File: config.mk
export PLATFORM = sky130hd
export DESIGN_NAME = timer_pair_control
export DESIGN_NICKNAME = d
export VERILOG_FILES = /design/src/rtl/timer_pair_pkg.sv /design/src/rtl/timer_pair_control.sv
export SDC_FILE = /design/constraint.sdc
export NUM_CORES = 1
export LEC_CHECK = 0
export BUFFER_PORTS_ARGS = -buffer_cell sky130_fd_sc_hd__buf_4
export CAP_MARGIN = 0
export CORE_UTILIZATION = 61
export DETAILED_ROUTE_END_ITERATION = 12
export PLACE_DENSITY = 0.86
export SETUP_SLACK_MARGIN = 0.2
export SLEW_MARGIN = 15
export SYNTH_ARGS = -nofsm -noshare
export SYNTH_HDL_FRONTEND = slang
export SYNTH_SLANG_ARGS = --single-unit
File: constraint.sdc
create_clock -name clock -period 4.38 [get_ports clock]
set_clock_uncertainty 0.1 [all_clocks]
set_input_delay 1.095 -clock clock [delete_from_list [all_inputs] [get_ports clock]]
set_output_delay 1.095 -clock clock [all_outputs]
set_load 0.005 [all_outputs]
File: src/rtl/timer_pair_pkg.sv
// constants for the cascadable timer pair control block
// How it works
// - run_control starts counting when set, stops when clear; pair or single timer.
// - idle_halt_select set suspends counting while device is idle; clear keeps counting.
// - internal clock: gated_accumulate_enable set counts only while the gate input is high.
// - external clock selected: gated_accumulate_enable is ignored completely.
// - prescale_select 11=1:256, 10=1:64, 01=1:8, 00=1:1 on the timer input clock.
// - clock_source_select 1 counts external pin rising edges, 0 the peripheral clock.
// - control bits 14, 12..7, 2 and 0 always read as zero.
package timer_pair_pkg;
  localparam logic [11:0] ctrl_offset = 12'h000;
  localparam logic [11:0] low_count_offset = 12'h004;
  localparam logic [11:0] high_count_offset = 12'h008;
  localparam logic [11:0] period_low_offset = 12'h00C;
  localparam logic [11:0] period_high_offset = 12'h010;
  localparam int run_bit = 15;
  localparam int idle_bit = 13;
  localparam int gate_bit = 6;
  localparam int ps_hi_bit = 5;
  localparam int ps_lo_bit = 4;
  localparam int cascade_bit = 3;
  localparam int source_bit = 1;
  localparam logic [15:0] ctrl_write_mask = 16'hA07A;
  localparam logic [15:0] ctrl_reset = 16'h0000;
  localparam logic [15:0] period_reset = 16'hFFFF;
  localparam logic [7:0] div_1 = 8'h00;
  localparam logic [7:0] div_8 = 8'h07;
  localparam logic [7:0] div_64 = 8'h3F;
  localparam logic [7:0] div_256 = 8'hFF;
  localparam logic [1:0] htrans_nonseq = 2'h2;
  localparam logic [2:0] hsize_word = 3'h2;
endpackage

File: src/rtl/timer_pair_control.sv
// cascadable 16/32-bit timer with prescaler, gating and ahb-lite registers
`timescale 1ns/1ps
`default_nettype none
module timer_pair_control
  import timer_pair_pkg::*;
(
  // clock and reset
  input wire logic clock,
  input wire logic reset_n,
  // register bus, ahb-lite slave side
  input wire logic hsel,
  input wire logic [31:0] haddr,
  input wire logic [1:0] htrans,
  input wire logic hwrite,
  input wire logic [2:0] hsize,
  input wire logic [31:0] hwdata,
  input wire logic hready,
  output logic [31:0] hrdata,
  output logic hreadyout,
  output logic hresp,
  // device state, count and gate pins
  input wire logic device_idle,
  input wire logic external_count_input,
  input wire logic gate_input,
  output logic period_match
);
  ////////////////////////////////////////////////////////////////////
  // bus address phase capture
  // the slave never stalls: every transfer is one address cycle
  // followed by one data cycle, so only a pending-write flag and the
  // word address of that write need to be kept across the edge

  // write pending flag and latched word address
  logic wr_pend_q;
  logic [11:0] addr_q;

  // software visible state
  logic [15:0] ctrl_q;
  logic [15:0] cnt_lo_q;
  logic [15:0] cnt_hi_q;
  logic [15:0] per_lo_q;
  logic [15:0] per_hi_q;

  // count path state
  logic [7:0] pre_q;
  logic ext_prev_q;
  logic match_q;

  // registered read data
  logic [31:0] rdata_q;

  // transfer accepted: selected, bus ready, single nonseq transfer
  wire logic take = hsel && hready && (htrans == htrans_nonseq);
  // byte lanes are ignored, every register is one aligned word
  wire logic [11:0] word_addr = {haddr[11:2], 2'h0};

  always_ff @(posedge clock or negedge reset_n) begin
    if (!reset_n) begin
      wr_pend_q <= 1'b0;
      addr_q <= 12'h000;
    end else begin
      wr_pend_q <= take && hwrite && (hsize == hsize_word);
      if (take) begin
        addr_q <= word_addr;
      end
    end
  end

  // write strobes in the data phase
  // hwdata only stands one cycle after the address, hence the pending flag
  wire logic wr_ctrl = wr_pend_q && (addr_q == ctrl_offset);
  wire logic wr_clo = wr_pend_q && (addr_q == low_count_offset);
  wire logic wr_chi = wr_pend_q && (addr_q == high_count_offset);
  wire logic wr_plo = wr_pend_q && (addr_q == period_low_offset);
  wire logic wr_phi = wr_pend_q && (addr_q == period_high_offset);

  ////////////////////////////////////////////////////////////////////
  // control field decode
  wire logic run = ctrl_q[run_bit];
  wire logic idle_halt = ctrl_q[idle_bit];
  wire logic gate_en = ctrl_q[gate_bit];
  wire logic [1:0] ps_sel = {ctrl_q[ps_hi_bit], ctrl_q[ps_lo_bit]};
  wire logic cascade = ctrl_q[cascade_bit];
  wire logic ext_src = ctrl_q[source_bit];

  ////////////////////////////////////////////////////////////////////
  // input clock selection and gating
  // the pin is taken as synchronous; one flop gives its rising edge,
  // and the flop resets to the pin's idle low level so no false edge
  wire logic ext_edge = external_count_input && !ext_prev_q;
  // the gate only applies to the internal clock
  wire logic gate_ok = ext_src || !gate_en || gate_input;
  wire logic tick_in = ext_src ? ext_edge : 1'b1;
  // run enable, suspended in idle only when asked to
  wire logic active = run && !(idle_halt && device_idle);

  // prescaler terminal count per divide setting
  wire logic [7:0] div_top = (ps_sel == 2'h3) ? div_256 :
                             (ps_sel == 2'h2) ? div_64 :
                             (ps_sel == 2'h1) ? div_8 : div_1;
  wire logic in_en = active && gate_ok && tick_in;
  // one counter step per full prescaler cycle
  wire logic pre_wrap = in_en && (pre_q >= div_top);

  // period compare, 32 bits when cascaded, else low half only
  wire logic [31:0] cnt_full = {cnt_hi_q, cnt_lo_q};
  wire logic [31:0] per_full = {per_hi_q, per_lo_q};
  wire logic hit32 = cascade && (cnt_full == per_full);
  wire logic hit16 = !cascade && (cnt_lo_q == per_lo_q);
  wire logic hit = hit32 || hit16;
  // next count values, wrapping to zero on a period hit
  wire logic [31:0] cnt_next = hit32 ? 32'h0000_0000 : cnt_full + 32'h0000_0001;
  wire logic [15:0] lo_next = hit16 ? 16'h0000 : cnt_lo_q + 16'h0001;

  ////////////////////////////////////////////////////////////////////
  // control register, unimplemented bits held at zero
  always_ff @(posedge clock or negedge reset_n) begin
    if (!reset_n) begin
      ctrl_q <= ctrl_reset;
    end else if (wr_ctrl) begin
      ctrl_q <= hwdata[15:0] & ctrl_write_mask;
    end
  end

  // edge detector on the count pin
  always_ff @(posedge clock or negedge reset_n) begin
    if (!reset_n) begin
      ext_prev_q <= 1'b0;
    end else begin
      ext_prev_q <= external_count_input;
    end
  end

  // prescaler, cleared on any control write so a new divide starts clean
  always_ff @(posedge clock or negedge reset_n) begin
    if (!reset_n) begin
      pre_q <= 8'h00;
    end else begin
      if (wr_ctrl || !run) begin
        pre_q <= 8'h00;
      end else if (pre_wrap) begin
        pre_q <= 8'h00;
      end else if (in_en) begin
        pre_q <= pre_q + 8'h01;
      end
    end
  end

  ////////////////////////////////////////////////////////////////////
  // period match pulse, one cycle per wrap
  always_ff @(posedge clock or negedge reset_n) begin
    if (!reset_n) begin
      match_q <= 1'b0;
    end else begin
      match_q <= pre_wrap && hit;
    end
  end

  // low count: a bus write wins over a count step in the same cycle
  always_ff @(posedge clock or negedge reset_n) begin
    if (!reset_n) begin
      cnt_lo_q <= 16'h0000;
    end else begin
      if (wr_clo) begin
        cnt_lo_q <= hwdata[15:0];
      end else if (pre_wrap && cascade) begin
        cnt_lo_q <= cnt_next[15:0];
      end else if (pre_wrap) begin
        cnt_lo_q <= lo_next;
      end
    end
  end

  // high count: counts only when cascaded; in 16-bit mode only a bus write changes it
  always_ff @(posedge clock or negedge reset_n) begin
    if (!reset_n) begin
      cnt_hi_q <= 16'h0000;
    end else begin
      if (wr_chi) begin
        cnt_hi_q <= hwdata[15:0];
      end else if (pre_wrap && cascade) begin
        cnt_hi_q <= cnt_next[31:16];
      end
    end
  end

  // period registers
  always_ff @(posedge clock or negedge reset_n) begin
    if (!reset_n) begin
      per_lo_q <= period_reset;
      per_hi_q <= period_reset;
    end else begin
      if (wr_plo) begin
        per_lo_q <= hwdata[15:0];
      end
      if (wr_phi) begin
        per_hi_q <= hwdata[15:0];
      end
    end
  end

  ////////////////////////////////////////////////////////////////////
  // read mux, unmapped reads zero
  // selected in the address phase, registered for the data phase
  wire logic [15:0] rd_sel = (word_addr == ctrl_offset) ? ctrl_q :
                             (word_addr == low_count_offset) ? cnt_lo_q :
                             (word_addr == high_count_offset) ? cnt_hi_q :
                             (word_addr == period_low_offset) ? per_lo_q :
                             (word_addr == period_high_offset) ? per_hi_q : 16'h0000;

  always_ff @(posedge clock or negedge reset_n) begin
    if (!reset_n) begin
      rdata_q <= 32'h0000_0000;
    end else if (take && !hwrite) begin
      rdata_q <= {16'h0000, rd_sel};
    end
  end

  ////////////////////////////////////////////////////////////////////
  // outputs
  // read data from a flop, the bus answer is always ready and okay
  assign hrdata = rdata_q;
  assign hreadyout = 1'b1;
  assign hresp = 1'b0;

  // match pulse straight from its flop
  assign period_match = match_q;
endmodule
`default_nettype wire

Yosys cells after proc, flatten, opt, wreduce, memory -nomap -nowiden
Cells that the tools add are included. Widths: inputs -> output; s select.

Bits in registers: 108. Output and inout bits: 35.

Add/subtract/negate cells: 3. Order comparisons: 1. Equal/unequal tests: 15. Multiplexer cells: 19. Reductions and logical operators: 35.

Operators by type and width (number): $mux 16 (11); $eq 10x2->1 const B (4); $add 32x1->32 const B (1); $eq 32x32->1 (1); $mux 32 (1); $mux 8 (4); $logic_not 12->1 (2); $eq 10x1->1 const B (2); $eq 10x3->1 const B (2); $logic_and 1x1->1 (20); $add 16x1->16 const B (1); $eq 16x16->1 (1); $add 8x1->8 const B (1); $ge 8x8->1 (1); $eq 2x2->1 const B (3); $logic_not 1->1 (6); $mux 6 (1); $reduce_bool 3->1 (2); $logic_or 1x1->1 (4); $eq 3x2->1 const B (1); $mux 3 (1); $eq 2x1->1 const B (1); $reduce_bool 2->1 (1); $mux 1 (1).

Depth between registers and ports, before layout
Depth after elaboration: 9. Depth in mapped cells: 9. Mapped depth without buffers: 8.

Least setup slack after synthesis
Ideal clock, no wire load.

Path kind: input port to flip-flop. Start point: input haddr[8]. End point: register rdata_q[6], in the netlist hrdata[6]. Setup time: 0.083 ns. Data arrival time: 2.797 ns. Path slack: 1.401 ns. Stages on the path: 8. Cells stage by stage: or4_1 or3_1 buf_2 nor3_2 buf_4 a22o_1 o21ai_0 o21ai_0.

Longest elaborated chain between the ends: 6. Elaborated cells between the ends (all ways): 10.

Ends and longest elaborated chain: start: declaration (line timer_pair_control.sv:12) `input wire logic [31:0] haddr,`; $eq 10x3->1 (line timer_pair_control.sv:209) `(word_addr == period_high_offset) ? per_hi_q : 16'h0000;`; $mux 16 (line timer_pair_control.sv:209); $mux 16 (line timer_pair_control.sv:208) `(word_addr == period_low_offset) ? per_lo_q :`; $mux 16 (line timer_pair_control.sv:207) `(word_addr == high_count_offset) ? cnt_hi_q :`; $mux 16 (line timer_pair_control.sv:206) `(word_addr == low_count_offset) ? cnt_lo_q :`; $mux 16 (*) (line timer_pair_control.sv:205) `wire logic [15:0] rd_sel = (word_addr == ctrl_offset) ? ctrl_q :`; end signal: assignment (line timer_pair_control.sv:215) `rdata_q <= {16'h0000, rd_sel};`; end: declaration (line timer_pair_control.sv:50) `logic [31:0] rdata_q;`.

Mark *: on every way between the ends. The rest lies on a longest branch, timed or not. A chain may end at the register's enable or synchronous reset.

Worst setup path in the final report
Ends and elaborated chain as after synthesis.

==> results.cfg <==
[timing]
worst_pin_slew_ps = 1170
setup_violations = 0
fin_crit_ps = 3290
relSlewSlack = 0.216
max_freq_ghz = 0.304
final_max_slew_viol_count = 0
final-hold-violation-count = 0
fin_crit_sh = 0.751
setup_tns_ps = 0
rsz0062_at_grt = false
setup_slack_ps = 1090

[setup_path]
crit_family = simple AND/OR/NAND/NOR gates
cp-end-kind = register
cp.required_ps = 4590
crit_fanout = 12
path_class = primary input to register
worst-path-buf-inv = 1
crit_path_top_delay_cell = nor3_2
crit_chain = buf_4 -> or4_1 -> or3_1 -> nor3_2 -> a22o_1 -> o21ai_0 -> o21ai_0
cp-start-kind = primary input
arrival_ps = 3500
cpMostUsedCell = o21ai_0
critPathMaxStageDelay_ps = 620

[layout]
multi_input_area_um2 = 3410
fill_cells = 825
final_layout_size_suffix_gt1_frac = 0.237
syn_to_final_growth_pct = 8.83
seq_area_um2 = 2740
nets = 800
diodes = 0

[global_routing]
grt_pass1_vias = 5413
grt_use_total = 0.338
antenna_found_initial = 0
grt_pass1_wl_um = 28400
grt_max_degree = 109
grt_remaining_overflow = 0

[synthesis]
synth_xor_area_frac = 0.0489
synth_top_area_share = 0.295
synth_adder_area_share = 0.00971
ys_ff_latch = 108
synth_compound_area_frac = 0.173
synthesis.area_um2 = 6440
synthTopCellsByCount = dfrtp_1 (76), nand2_1 (69), nand3_1 (45)
synth_top_family_by_area = simple AND/OR/NAND/NOR gates
synth.most_common_cell = dfrtp_1
syn_inst = 693
synth_cell_types = 67
synthArstFlopShare = 1.00
synth_edf_count = 0
syn_avg_cell_area_um2 = 9.30
synth.mux.area_fraction = 0.0767
synth_area_leaders = dfrtp_1 (30%), dfstp_2 (13%), mux2_2 (7.5%)
synth_ff_type = dfrtp_1
ys_warn_count = 0
yosysSeqAreaShare = 0.426
synthSimpleGateAreaFrac = 0.209
yosysTopAreaCell = dfrtp_1

[clocking]
clkLatencyLatePin_ps = 390
postCtsSetupRepairBufs = 0
hold_buffers = 0
cts_max_level = 3
cts_tree = yes
root_buffer = clkbuf_8
cts_inserted_buffers = 9
clk_pin_slew_ps = 90
clockBufferDepth = 2
post_cts_resized = 0
cts.sinks = 108

[power]
combPwrFrac = 0.178
seqPwrFrac = 0.565
p_int_mw = 1.50
max-vdd-ir-drop_v = 0.000323
p_sw_mw = 0.683
clock_power_share = 0.257
p_leak_nw = 2.76
cellPowerDensity_nw_per_um2 = 312
sw_frac_of_total = 0.312

[die]
dieArea_um2 = 11000
core_area_um2 = 10300
start_util = 0.627
die_h_um = 105
row_count = 37
ios = 112
die_x_um = 105

[routing]
wl_um = 17700
initialDrtViolationCount = 585
avgViaCountPerCell = 6.60
drtAntennaViolNets = 0
post_drt_wl_per_cell_um = 20.6
drcViolationCount = 0
first_pass_iters = 6
via_count = 5671

[placement]
io_buffers = 55
dp_hpwl_um = 12900
place_ws_ps = 675
gp_congestion = 0.929

[flow_run]
maxCapViolations = 0

[hold_path]
hp-class = register to register

[status]
outcome = complete, no violations
-- through the flow --
step	power (mW)	std cells	util	cell area [um2]	hold WS (ps)
global placement	1.61	843	0.666	6840	371
finish	2.19	859	0.682	7010	394
CTS	2.19	859	0.682	7010	404
global route	2.29	859	0.682	7010	436
floorplan	1.46	709	-	6500	351
detailed placement	1.63	843	0.666	6840	382
-- area by class of cell --
| type | count | share of cell area |
|---|---|---|
| Clock buffer | 11 | 0.0187 |
| Tap cell | 136 | 0.0243 |
| Timing Repair Buffer | 63 | 0.0692 |
| Clock inverter | 5 | 0.00553 |
| Sequential cell | 108 | 0.391 |
| Multi-Input combinational cell | 526 | 0.486 |
| Inverter | 10 | 0.00535 |
-- routing by layer --
layer	GRT usage	part of all wire	up-vias
met2	0.529	0.48	323
met4	0.109	0.018	0
li1	-	-	2562
met5	0	0	-
met3	0.0986	0.10	34
met1	0.452	0.40	2752
-- cells by family (layout without fill, tap and decap cells) --
| group | count (synthesis) | after routing |
|---|---|---|
| buffers and inverters | 75 | 89 |
| adder cells (fa/ha/maj) | 5 | 5 |
| other | 2 | 18 |
| multiplexers | 44 | 44 |
| flip-flops | 108 | 108 |
| AND/OR/NAND/NOR | 258 | 258 |
| AO/OA/AOI/OAI | 165 | 165 |
| XOR/XNOR | 36 | 36 |
-- registers in the layout (all words and copies together) (netlist names) --
signal        cells
cnt_hi_q         16
cnt_lo_q         16
hrdata           16
per_hi_q         16
per_lo_q         16
addr_q           10
pre_q             8
ctrl_q            7
ext_prev_q        1
period_match      1
wr_pend_q         1
-- path summary, 6_finish.rpt --
kind	startpoint	to	slack (ps)	cells past startpoint
worst min register to register	hrdata[1]	hrdata[1]	390	2
worst max-delay path	haddr[8]	hrdata[6]	1090	7
max in group asynchronous	reset_n	per_hi_q[8]	3070	2
worst min-delay path	hrdata[1]	hrdata[1]	390	2
min in group asynchronous	reset_n	cnt_hi_q[2]	660	2
worst max register to register	addr_q[5]	cnt_hi_q[3]	1290	5
-- worst reg2reg max path: stages (launching register included) --
cell and delay (ps):
dfrtp_1 390, nor4_1 750, nand2_1 310, or4b_1 900
a32oi_1 370, o311ai_1 140
-- layout by cell type, fill, tap and decap left out, drive strengths merged, types with 8 or more instances in the layout --
master / n
a21oi: 29
nor3: 24
dfrtp: 76
o211ai: 9
a31oi: 20
buf: 63
nand3: 45
conb: 18
mux2: 43
inv: 10
a22oi: 33
dfstp: 32
nand2: 69
clkbuf: 11
nor2: 44
nand4: 22
o21ai: 36
xnor2: 32
nand2b: 8
-- power groups by stage --
stage	Sequential [mW]	Clock (mW)	Combinational [mW]
global placement	1.24	0	0.367
detailed placement	1.25	0	0.384
finish	1.23	0.563	0.389
global route	1.25	0.610	0.431
floorplan	1.20	0	0.265
CTS	1.23	0.576	0.386
Note: power is estimated with default switching activity, not from simulation.
